==> src/hw/rip_pkg.sv <==
// Package for the interrupt shaping and prescaler control block of the RTC.
// Assumes a single 200 MHz system clock; all users reference names as rip_pkg::name.
package rip_pkg;

	// ------------------------------------------------------------------
	// Register offsets and widths
	// ------------------------------------------------------------------
	localparam int unsigned ADDR_W          = 4;
	localparam int unsigned DATA_W          = 8;
	localparam logic [3:0]  OFS_CONTROL_1   = 4'h0;
	localparam logic [3:0]  OFS_CONTROL_2   = 4'h1;
	localparam logic [3:0]  OFS_PIN_OUT_SEL = 4'hD;
	localparam logic [3:0]  OFS_TIMER_CTRL  = 4'hE;

	// ------------------------------------------------------------------
	// Field positions
	// ------------------------------------------------------------------
	localparam int unsigned BIT_EXT_TB      = 7;
	localparam int unsigned BIT_STOP        = 5;
	localparam int unsigned BIT_MIN_EN      = 7;
	localparam int unsigned BIT_SEC_EN      = 6;
	localparam int unsigned BIT_MS_FLAG     = 5;
	localparam int unsigned BIT_PULSE_SEL   = 4;
	localparam int unsigned BIT_ALARM_FLAG  = 3;
	localparam int unsigned BIT_CD_FLAG     = 2;
	localparam int unsigned BIT_ALARM_EN    = 1;
	localparam int unsigned BIT_CD_EN       = 0;
	localparam int unsigned BIT_TIMER_RUN   = 7;

	// ------------------------------------------------------------------
	// Reset values
	// ------------------------------------------------------------------
	localparam logic [7:0] RST_CONTROL_1   = 8'h00;
	localparam logic [7:0] RST_CONTROL_2   = 8'h00;
	localparam logic [2:0] RST_PIN_OUT_SEL = 3'h0;
	localparam logic [1:0] RST_TIMER_SRC   = 2'h3;

	// ------------------------------------------------------------------
	// Prescaler and pulse timing, counted in oscillator periods
	// ------------------------------------------------------------------
	localparam int unsigned PRE_W          = 15;
	localparam int unsigned PRE_LOW_STAGES = 2;
	localparam int unsigned PRE_TEST_STAGES = 6;
	localparam int unsigned OSC_HZ         = 32768;
	localparam int unsigned PW_W           = 10;
	localparam logic [9:0] PW_1_64    = 10'(OSC_HZ / 64);
	localparam logic [9:0] PW_1_128   = 10'(OSC_HZ / 128);
	localparam logic [9:0] PW_1_4096  = 10'(OSC_HZ / 4096);
	localparam logic [9:0] PW_1_8192  = 10'(OSC_HZ / 8192);
	localparam logic [1:0] SRC_4096HZ = 2'h0;
	localparam logic [1:0] SRC_64HZ   = 2'h1;

	// ------------------------------------------------------------------
	// Types
	// ------------------------------------------------------------------
	typedef struct packed {
		logic [3:0] addr;
		logic [7:0] wdata;
		logic       wr;
		logic       rd;
	} rip_bus_req_t;

	typedef enum logic [1:0] {
		PS_IDLE   = 2'b01,
		PS_ACTIVE = 2'b10
	} rip_pulse_state_t;

endpackage : rip_pkg

==> src/hw/rip_ctrl.sv <==
// Interrupt output shaping and prescaler control for a crystal real-time clock.
// Assumes the oscillator level and all pins are already synchronous to ref_clk.
`timescale 1ns/1ps

module rip_ctrl #(
	parameter int unsigned PRE_W = rip_pkg::PRE_W
) (
	input  wire logic                 ref_clk,
	input  wire logic                 reset_n,
	input  wire rip_pkg::rip_bus_req_t bus_req,
	output logic [7:0]                bus_rdata,
	input  wire logic                 osc_clk_lvl,
	input  wire logic                 minute_event,
	input  wire logic                 countdown_event,
	input  wire logic                 alarm_event,
	input  wire logic [7:0]           countdown_reload,
	input  wire logic                 clock_output_pin_i,
	output logic                      clock_output_pin_o,
	output logic                      clock_output_pin_oe,
	output logic                      int_n_o,
	output logic                      int_n_oe,
	output logic                      time_tick
);

	// ------------------------------------------------------------------
	// Register file
	// ------------------------------------------------------------------
	logic             external_timebase_test_ff;
	logic             stop_ff;
	logic             minute_int_enable_ff;
	logic             second_int_enable_ff;
	logic             timer_int_pulse_select_ff;
	logic             countdown_int_enable_ff;
	logic             alarm_int_enable_ff;
	logic             minute_second_flag_ff;
	logic             countdown_flag_ff;
	logic             alarm_flag_ff;
	logic [2:0]       pin_sel_ff;
	logic [1:0]       timer_src_ff;
	logic             timer_run_ff;
	logic [7:0]       rdata_ff;
	logic             wr_c1;
	logic             wr_c2;
	logic             nxt_minute_second_flag;
	logic             nxt_countdown_flag;
	logic             nxt_alarm_flag;
	logic [1:0]       flag_set;
	logic [1:0]       flag_next;

	assign wr_c1 = bus_req.wr && (bus_req.addr == rip_pkg::OFS_CONTROL_1);
	assign wr_c2 = bus_req.wr && (bus_req.addr == rip_pkg::OFS_CONTROL_2);

	// Control and configuration bits: plain stores on write.
	always_ff @(posedge ref_clk) begin
		if (!reset_n) begin
			external_timebase_test_ff <= rip_pkg::RST_CONTROL_1[rip_pkg::BIT_EXT_TB];
			stop_ff                   <= rip_pkg::RST_CONTROL_1[rip_pkg::BIT_STOP];
			minute_int_enable_ff      <= rip_pkg::RST_CONTROL_2[rip_pkg::BIT_MIN_EN];
			second_int_enable_ff      <= rip_pkg::RST_CONTROL_2[rip_pkg::BIT_SEC_EN];
			timer_int_pulse_select_ff <= rip_pkg::RST_CONTROL_2[rip_pkg::BIT_PULSE_SEL];
			alarm_int_enable_ff       <= rip_pkg::RST_CONTROL_2[rip_pkg::BIT_ALARM_EN];
			countdown_int_enable_ff   <= rip_pkg::RST_CONTROL_2[rip_pkg::BIT_CD_EN];
			pin_sel_ff                <= rip_pkg::RST_PIN_OUT_SEL;
			timer_src_ff              <= rip_pkg::RST_TIMER_SRC;
			timer_run_ff              <= 1'b0;
		end else begin
			if (wr_c1) begin
				external_timebase_test_ff <= bus_req.wdata[rip_pkg::BIT_EXT_TB];
				stop_ff                   <= bus_req.wdata[rip_pkg::BIT_STOP];
			end
			if (wr_c2) begin
				minute_int_enable_ff      <= bus_req.wdata[rip_pkg::BIT_MIN_EN];
				second_int_enable_ff      <= bus_req.wdata[rip_pkg::BIT_SEC_EN];
				timer_int_pulse_select_ff <= bus_req.wdata[rip_pkg::BIT_PULSE_SEL];
				alarm_int_enable_ff       <= bus_req.wdata[rip_pkg::BIT_ALARM_EN];
				countdown_int_enable_ff   <= bus_req.wdata[rip_pkg::BIT_CD_EN];
			end
			if (bus_req.wr && (bus_req.addr == rip_pkg::OFS_PIN_OUT_SEL)) begin
				pin_sel_ff <= bus_req.wdata[2:0];
			end
			if (bus_req.wr && (bus_req.addr == rip_pkg::OFS_TIMER_CTRL)) begin
				timer_src_ff <= bus_req.wdata[1:0];
				timer_run_ff <= bus_req.wdata[rip_pkg::BIT_TIMER_RUN];
			end
		end
	end

	// ------------------------------------------------------------------
	// Prescaler
	// ------------------------------------------------------------------
	logic             osc_lvl_ff;
	logic             ext_lvl_ff;
	logic             osc_rise;
	logic             ext_rise;
	logic [PRE_W-1:0] pre_ff;
	logic [PRE_W-1:0] nxt_pre;
	logic             time_tick_ff;
	logic             pre64_lvl_ff;
	logic             tick_64hz;

	// Edge detectors; both inputs are treated as synchronous to ref_clk.
	always_ff @(posedge ref_clk) begin
		if (!reset_n) begin
			osc_lvl_ff <= 1'b0;
			ext_lvl_ff <= 1'b0;
		end else begin
			osc_lvl_ff <= osc_clk_lvl;
			ext_lvl_ff <= clock_output_pin_i;
		end
	end

	assign osc_rise = osc_clk_lvl && !osc_lvl_ff;
	assign ext_rise = clock_output_pin_i && !ext_lvl_ff && external_timebase_test_ff;

	// Next prescaler value. The two lowest stages never see stop, so the
	// restart phase after a stop is uncertain by up to one 8.192 kHz cycle.
	always_comb begin
		nxt_pre = pre_ff;
		if (osc_rise) begin
			nxt_pre[rip_pkg::PRE_LOW_STAGES-1:0] =
				pre_ff[rip_pkg::PRE_LOW_STAGES-1:0] + 2'h1;
		end
		if (stop_ff) begin
			nxt_pre[PRE_W-1:rip_pkg::PRE_LOW_STAGES] = '0;
		end else if (external_timebase_test_ff) begin
			// Only the top six stages count test pulses, so the divide chain is 2^6.
			if (ext_rise) begin
				nxt_pre[PRE_W-1:PRE_W-rip_pkg::PRE_TEST_STAGES] =
					pre_ff[PRE_W-1:PRE_W-rip_pkg::PRE_TEST_STAGES] + 6'h01;
			end
		end else if (osc_rise) begin
			nxt_pre = pre_ff + {{(PRE_W-1){1'b0}}, 1'b1};
		end
	end

	// Prescaler state and the one-second tick on the top stage rising.
	always_ff @(posedge ref_clk) begin
		if (!reset_n) begin
			pre_ff       <= '0;
			time_tick_ff <= 1'b0;
		end else begin
			pre_ff       <= nxt_pre;
			time_tick_ff <= nxt_pre[PRE_W-1] && !pre_ff[PRE_W-1];
		end
	end

	assign time_tick = time_tick_ff;

	// Internal 64 Hz clock taken from the stage that toggles every 256 periods.
	always_ff @(posedge ref_clk) begin
		if (!reset_n) begin
			pre64_lvl_ff <= 1'b0;
		end else begin
			pre64_lvl_ff <= pre_ff[8];
		end
	end

	assign tick_64hz = pre_ff[8] && !pre64_lvl_ff;

	// ------------------------------------------------------------------
	// Clock output pin
	// ------------------------------------------------------------------
	logic pin_out_ff;

	// Fast outputs come from the free-running oscillator and low stages, so
	// stop cannot gate them; in test mode the pin is released as an input.
	always_ff @(posedge ref_clk) begin
		if (!reset_n) begin
			pin_out_ff <= 1'b0;
		end else begin
			case (pin_sel_ff)
				3'h0:    pin_out_ff <= osc_clk_lvl;
				3'h1:    pin_out_ff <= pre_ff[0];
				3'h2:    pin_out_ff <= pre_ff[1];
				3'h3:    pin_out_ff <= pre_ff[PRE_W-1];
				default: pin_out_ff <= 1'b0;
			endcase
		end
	end

	assign clock_output_pin_o  = pin_out_ff;
	assign clock_output_pin_oe = !external_timebase_test_ff;

	// ------------------------------------------------------------------
	// Flags
	// ------------------------------------------------------------------
	// A reload of zero keeps countdown events from setting the flag.
	assign flag_set[1] = countdown_event && timer_run_ff && (countdown_reload != 8'h00);
	assign flag_set[0] = (minute_event && minute_int_enable_ff) ||
	                     (time_tick_ff && second_int_enable_ff);

	// Writes AND into the flags; a set in the same cycle wins over the clear.
	always_comb begin
		nxt_minute_second_flag = minute_second_flag_ff;
		nxt_countdown_flag     = countdown_flag_ff;
		nxt_alarm_flag         = alarm_flag_ff;
		if (wr_c2) begin
			nxt_minute_second_flag = minute_second_flag_ff &
			                         bus_req.wdata[rip_pkg::BIT_MS_FLAG];
			nxt_countdown_flag     = countdown_flag_ff &
			                         bus_req.wdata[rip_pkg::BIT_CD_FLAG];
			nxt_alarm_flag         = alarm_flag_ff &
			                         bus_req.wdata[rip_pkg::BIT_ALARM_FLAG];
		end
		nxt_minute_second_flag = nxt_minute_second_flag | flag_set[0];
		nxt_countdown_flag     = nxt_countdown_flag | flag_set[1];
		nxt_alarm_flag         = nxt_alarm_flag | alarm_event;
	end

	always_ff @(posedge ref_clk) begin
		if (!reset_n) begin
			minute_second_flag_ff <= rip_pkg::RST_CONTROL_2[rip_pkg::BIT_MS_FLAG];
			countdown_flag_ff     <= rip_pkg::RST_CONTROL_2[rip_pkg::BIT_CD_FLAG];
			alarm_flag_ff         <= rip_pkg::RST_CONTROL_2[rip_pkg::BIT_ALARM_FLAG];
		end else begin
			minute_second_flag_ff <= nxt_minute_second_flag;
			countdown_flag_ff     <= nxt_countdown_flag;
			alarm_flag_ff         <= nxt_alarm_flag;
		end
	end

	assign flag_next = {nxt_countdown_flag, nxt_minute_second_flag};

	// ------------------------------------------------------------------
	// Pulse generators: index 0 is minute/second, index 1 is countdown
	// ------------------------------------------------------------------
	logic [1:0]                    pulse_active;
	logic [rip_pkg::PW_W-1:0]      pulse_width [2];

	// Countdown width depends on source clock and on a reload of one.
	always_comb begin
		pulse_width[0] = rip_pkg::PW_1_64;
		case (timer_src_ff)
			rip_pkg::SRC_4096HZ:
				pulse_width[1] = (countdown_reload == 8'h01) ?
					rip_pkg::PW_1_8192 : rip_pkg::PW_1_4096;
			rip_pkg::SRC_64HZ:
				pulse_width[1] = (countdown_reload == 8'h01) ?
					rip_pkg::PW_1_128 : rip_pkg::PW_1_64;
			default:
				pulse_width[1] = rip_pkg::PW_1_64;
		endcase
	end

	generate
		for (genvar gi = 0; gi < 2; gi++) begin : g_pulse
			rip_pkg::rip_pulse_state_t  ps_ff;
			logic [rip_pkg::PW_W-1:0]   cnt_ff;

			// A fresh event restarts the pulse; a cleared flag ends it at once.
			always_ff @(posedge ref_clk) begin
				if (!reset_n) begin
					ps_ff  <= rip_pkg::PS_IDLE;
					cnt_ff <= '0;
				end else begin
					case (ps_ff)
						rip_pkg::PS_IDLE: begin
							if (flag_set[gi]) begin
								ps_ff  <= rip_pkg::PS_ACTIVE;
								cnt_ff <= pulse_width[gi];
							end
						end
						rip_pkg::PS_ACTIVE: begin
							if (flag_set[gi]) begin
								cnt_ff <= pulse_width[gi];
							end else if (!flag_next[gi]) begin
								ps_ff <= rip_pkg::PS_IDLE;
							end else if (osc_rise) begin
								if (cnt_ff == 10'h001) begin
									ps_ff <= rip_pkg::PS_IDLE;
								end
								cnt_ff <= cnt_ff - 10'h001;
							end
						end
						default: ps_ff <= rip_pkg::PS_IDLE;
					endcase
				end
			end

			assign pulse_active[gi] = (ps_ff == rip_pkg::PS_ACTIVE);
		end
	endgenerate

	// ------------------------------------------------------------------
	// Interrupt output
	// ------------------------------------------------------------------
	logic ms_int;
	logic cd_int;
	logic al_int;
	logic int_oe_ff;

	// Follow mode tracks flags; both enables low drop the minute/second level.
	assign ms_int = timer_int_pulse_select_ff ? pulse_active[0] :
	                (minute_second_flag_ff &&
	                 (minute_int_enable_ff || second_int_enable_ff));
	assign cd_int = countdown_int_enable_ff &&
	                (timer_int_pulse_select_ff ? pulse_active[1] :
	                 countdown_flag_ff);
	assign al_int = alarm_int_enable_ff && alarm_flag_ff;

	// Registered so the pin never glitches; adds one cycle after the cause.
	always_ff @(posedge ref_clk) begin
		if (!reset_n) begin
			int_oe_ff <= 1'b0;
		end else begin
			int_oe_ff <= ms_int || cd_int || al_int;
		end
	end

	assign int_n_o  = 1'b0; // Open drain: only ever pulls low.
	assign int_n_oe = int_oe_ff;

	// ------------------------------------------------------------------
	// Read path
	// ------------------------------------------------------------------
	// Read data stand for exactly the cycle after the strobe; else zero.
	always_ff @(posedge ref_clk) begin
		if (!reset_n) begin
			rdata_ff <= 8'h00;
		end else if (bus_req.rd) begin
			case (bus_req.addr)
				rip_pkg::OFS_CONTROL_1:
					rdata_ff <= {external_timebase_test_ff, 1'b0, stop_ff, 5'h00};
				rip_pkg::OFS_CONTROL_2:
					rdata_ff <= {minute_int_enable_ff, second_int_enable_ff,
					             minute_second_flag_ff, timer_int_pulse_select_ff,
					             alarm_flag_ff, countdown_flag_ff,
					             alarm_int_enable_ff, countdown_int_enable_ff};
				rip_pkg::OFS_PIN_OUT_SEL:
					rdata_ff <= {5'h00, pin_sel_ff};
				rip_pkg::OFS_TIMER_CTRL:
					rdata_ff <= {timer_run_ff, 5'h00, timer_src_ff};
				default:
					rdata_ff <= 8'h00;
			endcase
		end else begin
			rdata_ff <= 8'h00;
		end
	end

	assign bus_rdata = rdata_ff;

endmodule : rip_ctrl

==> config.mk <==
export PLATFORM = sky130hd
export DESIGN_NAME = rip_ctrl
export DESIGN_NICKNAME = d
export VERILOG_FILES = /design/src/hw/rip_pkg.sv /design/src/hw/rip_ctrl.sv
export SDC_FILE = /design/constraint.sdc
export NUM_CORES = 1
export LEC_CHECK = 0
export BUFFER_PORTS_ARGS = -buffer_cell sky130_fd_sc_hd__buf_2
export CELL_PAD_IN_SITES_DETAIL_PLACEMENT = 1
export CELL_PAD_IN_SITES_GLOBAL_PLACEMENT = 1
export CORE_MARGIN = 2
export CORE_UTILIZATION = 44
export CTS_BUF_LIST = sky130_fd_sc_hd__clkbuf_16
export CTS_CLUSTER_DIAMETER = 30
export CTS_CLUSTER_SIZE = 30
export DETAILED_ROUTE_END_ITERATION = 8
export HOLD_SLACK_MARGIN = 0.05
export PLACE_DENSITY_LB_ADDON = 0.08
export SYNTH_ARGS = -nofsm -noshare
export SYNTH_HDL_FRONTEND = slang
export SYNTH_SLANG_ARGS = --single-unit
==> constraint.sdc <==
create_clock -name ref_clk -period 2 [get_ports ref_clk]
set_input_delay 0.2 -clock ref_clk [delete_from_list [all_inputs] [get_ports ref_clk]]
set_output_delay 0.2 -clock ref_clk [all_outputs]
set_load 0.03 [all_outputs]
==> flow_summary_export.csv, run 1 <==
group,metric,value,unit
outcome,outcome,"complete, no violations",
critical_path,endpoint,"pre_ff[11]",
timing,worst_slew_pin_slew,0.599,ns
critical_path,cp-end-kind,"flip-flop",
clocking,cts_setup_buffers,0,
critical_path,startpoint_type,"flip-flop",
finish,drive_gt1_share,18.3,%
clocking,htreeDepth,3,
global_routing,grtUsageTotal,24.9,%
timing,finalCritPeriodShare,94.3,%
die,dieArea,0.00856,sq mm
yosys,synth_ff_type,"dfxtp_1",
clocking,clock_path_buffers,2,
global_routing,gr-total-overflow,0,
route,viasPerCell,5.89,
place,dpl.hpwl,7200,um
finish,antenna_cells,0,
place,pre_cts_ws,0.0714,ns
yosys,synth-edff-count,0,
critical_path,crit_slowest_cell,"or4b_2",
timing,clock_skew,0.00469,ns
power,p_per_area,754,mW/mm^2
power,p_leak,1.58,nW
yosys,synth.most_common_cell,"dfxtp_1",
yosys,syn-num-nets,430,
power,p_sw,0.706,mW
timing,rsz0062_at_grt,"false",
timing,hold_violations,0,
clocking,cts_tree,"done",
yosys,yosysWarnings,0,
critical_path,worstPathCellList,"nand4bb_4 > or4b_2 > a21oi_1 > mux2i_1",
die,placementRows,32,
route,ant_nets,0,
timing,fin_setup_tns,0,ns
yosys,synth.distinct_cells,60,
route,wirelength,9930,um
yosys,synth_top_area_share,39.5,%
route,dr_total_vias,3231,
place,gp_congestion,0.796,
finish,area_growth,18.9,%
critical_path,crit_type,"flip-flop to flip-flop",
yosys,ys_seq_elements,68,
route,drc,0,
critical_path,cp_num_buf_inv,0,
timing,post-route-min-period,1.89,ns
yosys,syn_area,0.00345,sq mm
clocking,clk_pin_slew,0.05,ns
critical_path,regToRegSetupSlack,0.11,ns
place,io_buffers,40,
finish,nNetsFinal,478,
critical_path,r2r_end,"pre_ff[11]",
timing,finalMaxSlewViolations,0,
timing,fin_ws,0.114,ns
timing,fmax,530,MHz
clocking,cts-hold-fix-buffers,0,
timing,maxSlewHeadroom,59.9,%
power,clock_power_share,48.4,%
critical_path,cp.depth,4,
place,place_area,0.00381,sq mm
power,ir_drop,0.378,mV
critical_path,cp_max_fo,5,
yosys,synth_top_area_cell,"dfxtp_1",
clocking,cts_made_buffers,9,
yosys,syn_avg_cell_area,8.73,sq um
global_routing,grt_max_degree,22,
global_routing,grt_pass1_vias,3348,
die,start_util,45.1,%
clocking,worstSkewPairLatency,0.33,ns
power,intPower,2.39,mW
power,seq_power_share,45.0,%
die,ios,42,
hold_path,hold_class,"primary input to flip-flop",
yosys,ys_async_sr_fraction,0,%
critical_path,required,2.25,ns
critical_path,critPathTopFamily,"simple AND/OR/NAND/NOR gates",
die,fp.dieH,92.5,um
yosys,synth_commonest_cells,"dfxtp_1 (68), nor2_1 (28), nand3_1 (26), a21oi_1 (23), nand2_1 (23)",
finish,stdcell_area,0.00410,sq mm
die,fp.dieW,92.5,um
critical_path,critPathLaunch,"osc_lvl_ff",
critical_path,max_stage_delay,0.77,ns
power,swShare,22.8,%
global_routing,antenna_found_initial,0,
yosys,netlist_instances,395,
critical_path,worstPathArrival,2.14,ns
timing,setup_viol,0,
flow_run,drv_cap,0,
global_routing,grt_pass1_wl,16800,um
route,drt-wirelength-per-cell,18.1,um
route,drtPass1Iterations,4,
critical_path,worstRegToRegCells,4,
route,initialDrtViolationCount,122,
yosys,synthTopCellsByArea,"dfxtp_1 (39%), mux2i_1 (5.2%), nand3_1 (3.8%), a21oi_1 (3.3%), nor2_1 (3.0%)",
die,core,0.00765,sq mm
yosys,seq_area_frac_synth,39.5,%
clocking,cts_root_buf,"clkbuf_16",
power,p_comb_share,6.6,%
clocking,cts.sinks,68,
critical_path,rr_startpoint,"osc_lvl_ff",
final cells by class:
type,count,area [sq um]
timing repair buffer,54,305
tap,102,128
clock buffer,9,225
fill,927,3550
clock inverter,6,48.8
sequential,68,1360
inverter,12,45.0
multi-input combinational,298,1990
per-layer routing:
layer	share of wire, %	wire [um]	GRT usage, %
met1	47	4630	33.3
met2	49	4840	41.2
met3	3.4	334	4.64
met4	1.3	128	6.47
met5	0	0	0
worst reg2reg max path: cells and delay by family, from the launching register on:
| kind | cells | cell delay (ns) |
|---|---|---|
| compound gates | 1 | 0.24 |
| flops | 1 | 0.33 |
| mux | 1 | 0.21 |
| simple gates | 2 | 1.03 |
state kept, by name (all words and copies together) (netlist names), 2 cells and up, named ones only:
| signal | cells |
|---|---|
| bus_rdata | 8 |
| timer_src_ff | 2 |
| pre_ff | 14 |
| g_pulse.cnt_ff | 20 |
| g_pulse.ps_ff | 4 |
| pin_sel_ff | 3 |
cells in the final DEF (no fill, tap or decap), types with 3 or more instances in the layout:
master      n
nor2_1     28
a21o_1      3
o211ai_1    7
dfxtp_1    68
nor3_1     15
or3_1      11
or4_1      11
xor2_1      6
ha_1        6
nand3b_1    4
a31oi_1     3
nand2b_1    5
xnor2_1     4
inv_1      14
clkbuf_16   9
a21oi_1    23
mux2i_1    18
nor4_1      7
nand2_1    23
nand3_1    26
o21ai_0    12
buf_4      14
nor2b_1     5
clkinv_1    3
nand4_1     8
a22oi_1     5
o211a_1     3
and2_1      8
a22o_1      3
buf_2      40
o31ai_1     4
or2_2       6
and3_1      4
cells by family after synthesis:
family	Yosys count	synth area share (%)
DFF	68	39.5
and+or+nand+nor	175	29.0
buffers and inverters	29	3.45
adders and majority gates	6	2.18
xor gates and xnor gates	10	2.54
muxes	19	5.55
AOI/OAI and AO/OA	87	17.7
other	1	0.109
through the flow:
stage / total power [mW] / instances / hold slack, ns / util [%]
CTS: 3.12 / 549 / 0.0926 / 53.4
detailed placement: 1.62 / 534 / 0.435 / 49.8
global route: 3.20 / 549 / 0.127 / 53.6
floorplan: 1.53 / 395 / 0.279 / -
finish: 3.09 / 549 / 0.0988 / 53.6
global placement: 1.62 / 534 / 0.426 / 49.8
power by group through the flow:
stage	registers [mW]	clock network, mW	logic [mW]
2_1_floorplan	1.42	0	0.116
3_3_place_gp	1.42	0	0.197
3_5_place_dp	1.42	0	0.203
4_1_cts	1.39	1.52	0.205
5_1_grt	1.39	1.58	0.227
6_report	1.39	1.50	0.205
how the worst min path moves through the flow:
stage | startpoint | to | depth (start not counted)
final | alarm_event | alarm_flag_ff | 3
after global routing | alarm_event | alarm_flag_ff | 3
after CTS | alarm_event | alarm_flag_ff | 3
after detailed placement | alarm_event | alarm_flag_ff | 3
after global placement | alarm_event | alarm_flag_ff | 3
after floorplan | bus_req[11] | bus_rdata[5] | 1
repair_timing:
action                                 4_1_cts  5_1_grt
setup endpoints to repair                    0        1
endpoints found under the hold margin        0        0
gates resized for setup                      0        3
Note: power is estimated with default switching activity, not from simulation.
==> run 2: changes to the inputs <==
--- a/config.mk
+++ b/config.mk
@@ -8,7 +8,6 @@
 export BUFFER_PORTS_ARGS = -buffer_cell sky130_fd_sc_hd__buf_2
 export CELL_PAD_IN_SITES_DETAIL_PLACEMENT = 1
 export CELL_PAD_IN_SITES_GLOBAL_PLACEMENT = 1
-export CORE_MARGIN = 2
 export CORE_UTILIZATION = 44
 export CTS_BUF_LIST = sky130_fd_sc_hd__clkbuf_16
 export CTS_CLUSTER_DIAMETER = 30
==> constraint.sdc (replaced) <==
create_clock -name ref_clk -period 1.9 [get_ports ref_clk]
set_input_delay 0.38 -clock ref_clk [delete_from_list [all_inputs] [get_ports ref_clk]]
set_output_delay 0.38 -clock ref_clk [all_outputs]
set_load 0.03 [all_outputs]
==> run 2 against run 1 <==
  * Critical path depth is the same
  * Core utilization grew 4.4 points
  * Worst hold slack gained 0.17 ns
  * Design area grew 4.9%
  * Global-route usage grew 2.7 points
  * Clock skew grew 0.0035 ns
  * Maximum frequency grew 4.3%
  * Critical endpoint unchanged
  * Highest routed layer unchanged
==> flow_summary_export.csv, run 2 (synthesis gave the netlist of run 1 again) <==
group,metric,value,unit
outcome,outcome,"complete, no violations",
clocking,clk_pin_slew,0.06,ns
place,gp_congestion,0.875,
route,wirelength,10500,um
route,ant_nets,0,
global_routing,grt_max_degree,17,
power,swShare,22.9,%
finish,layout_commonest_cell,"dfxtp_1",
timing,fmax,553,MHz
timing,post-route-min-period,1.81,ns
global_routing,grt_pass1_wl,17700,um
timing,rsz0062_at_grt,"false",
timing,maxSlewHeadroom,63.8,%
timing,fin_setup_tns,0,ns
clocking,worstSkewPairLatency,0.34,ns
place,dpl.hpwl,7820,um
critical_path,cp-end-kind,"flip-flop",
timing,setup_viol,0,
clocking,cts_tree,"done",
critical_path,max_stage_delay,0.74,ns
finish,most-common-layout-cells,"dfxtp_1 (68), buf_2 (40), buf_4 (37)",
route,drt-wirelength-per-cell,18.5,um
critical_path,critPathTopFamily,"simple AND/OR/NAND/NOR gates",
timing,finalMaxSlewViolations,0,
critical_path,startpoint_type,"flip-flop",
power,p_comb_share,7.0,%
finish,top_register,"g_pulse.cnt_ff",
die,fp.dieW,90.5,um
power,p_sw,0.794,mW
timing,hold_violations,0,
critical_path,worstPathCellList,"nand4bb_4 > or4b_2 > a21oi_1 > mux2i_1",
die,ios,42,
die,dieArea,0.00820,sq mm
power,ir_drop,0.455,mV
die,core,0.00741,sq mm
clocking,cts-hold-fix-buffers,0,
critical_path,cp_num_buf_inv,0,
hold_path,hold_class,"primary input to flip-flop",
place,io_buffers,40,
critical_path,cp_max_fo,5,
timing,worst_slew_pin_slew,0.540,ns
global_routing,antenna_found_initial,0,
timing,finalCritPeriodShare,95.2,%
critical_path,regToRegSetupSlack,0.09,ns
timing,fin_ws,0.0906,ns
critical_path,worstPathArrival,2.08,ns
route,drc,0,
critical_path,crit_slowest_cell,"or4b_2",
finish,nNetsFinal,501,
finish,largest_reg_flops,20,
power,p_leak,1.72,nW
clocking,clock_path_buffers,2,
flow_run,drv_cap,0,
timing,clock_skew,0.00816,ns
finish,area_growth,24.7,%
critical_path,required,2.17,ns
clocking,htreeDepth,3,
global_routing,grtUsageTotal,27.6,%
route,viasPerCell,6.02,
route,drtPass1Iterations,5,
global_routing,gr-total-overflow,0,
die,start_util,46.6,%
global_routing,grt_pass1_vias,3509,
die,fp.dieH,90.5,um
route,initialDrtViolationCount,128,
finish,antenna_cells,0,
clocking,cts_made_buffers,9,
power,seq_power_share,42.1,%
power,finalPower,3.47,mW
clocking,cts_root_buf,"clkbuf_16",
critical_path,crit_type,"flip-flop to flip-flop",
power,intPower,2.68,mW
clocking,cts_setup_buffers,0,
die,placementRows,31,
place,pre_cts_ws,-0.0755,ns
finish,utilization,58.1,%
route,dr_total_vias,3430,
power,p_per_area,807,mW/mm^2
power,clock_power_share,50.9,%
clocking,cts.sinks,68,
finish,drive_gt1_share,23.6,%
## run 2: final timing paths
kind / start / end / cells after the start
worst min register to register: g_pulse[0].cnt_ff[1] / g_pulse[0].cnt_ff[1] / 2
worst min-delay path: alarm_event / alarm_flag_ff / 3
worst max-delay path: osc_lvl_ff / pre_ff[11] / 4
worst max register to register: osc_lvl_ff / pre_ff[11] / 4
## run 2: what timing repair did
action | in CTS | in global routing
endpoints found under the setup margin | 1 | 3
hold endpoints to repair | 0 | 0
resized for setup | 1 | 4
## run 2: cell type report
cell class	count	area (sq um)
Inverter	12	45.0
Clock buffer	9	225
Fill cell	894	3110
Multi-Input combinational cell	298	1990
Sequential cell	68	1360
Tap cell	99	124
Timing Repair Buffer	77	478
Clock inverter	7	83.8
## run 2: through the flow
step | std cells | hold WS, ns | instance area (sq um)
2_1_floorplan | 395 | 0.422 | 3450
3_3_place_gp | 554 | 0.454 | 3980
3_5_place_dp | 554 | 0.469 | 3980
4_1_cts | 570 | 0.266 | 4290
5_1_grt | 570 | 0.282 | 4300
6_report | 570 | 0.272 | 4300
## run 2: worst min-delay path, cell delays in order
cell,delay [ns]
buf_2,0.08
a21oi_1,0.03
nor2_1,0.07
## run 2: power groups by stage
stage          clock, mW  sequential, mW  combinational [mW]
3_5_place_dp           0            1.49               0.239
2_1_floorplan          0            1.49               0.123
3_3_place_gp           0            1.49               0.231
4_1_cts             1.79            1.46               0.242
5_1_grt             1.86            1.46               0.264
6_report            1.77            1.46               0.243
## run 2: metal layers
metal / track usage [%] / wire length, um / vias up
li1: - / - / 1631
met1: 35.1 / 4780 / 1692
met2: 47.5 / 5190 / 91
met3: 3.96 / 398 / 16
met4: 9.41 / 159 / 0
met5: 0 / 0 / -
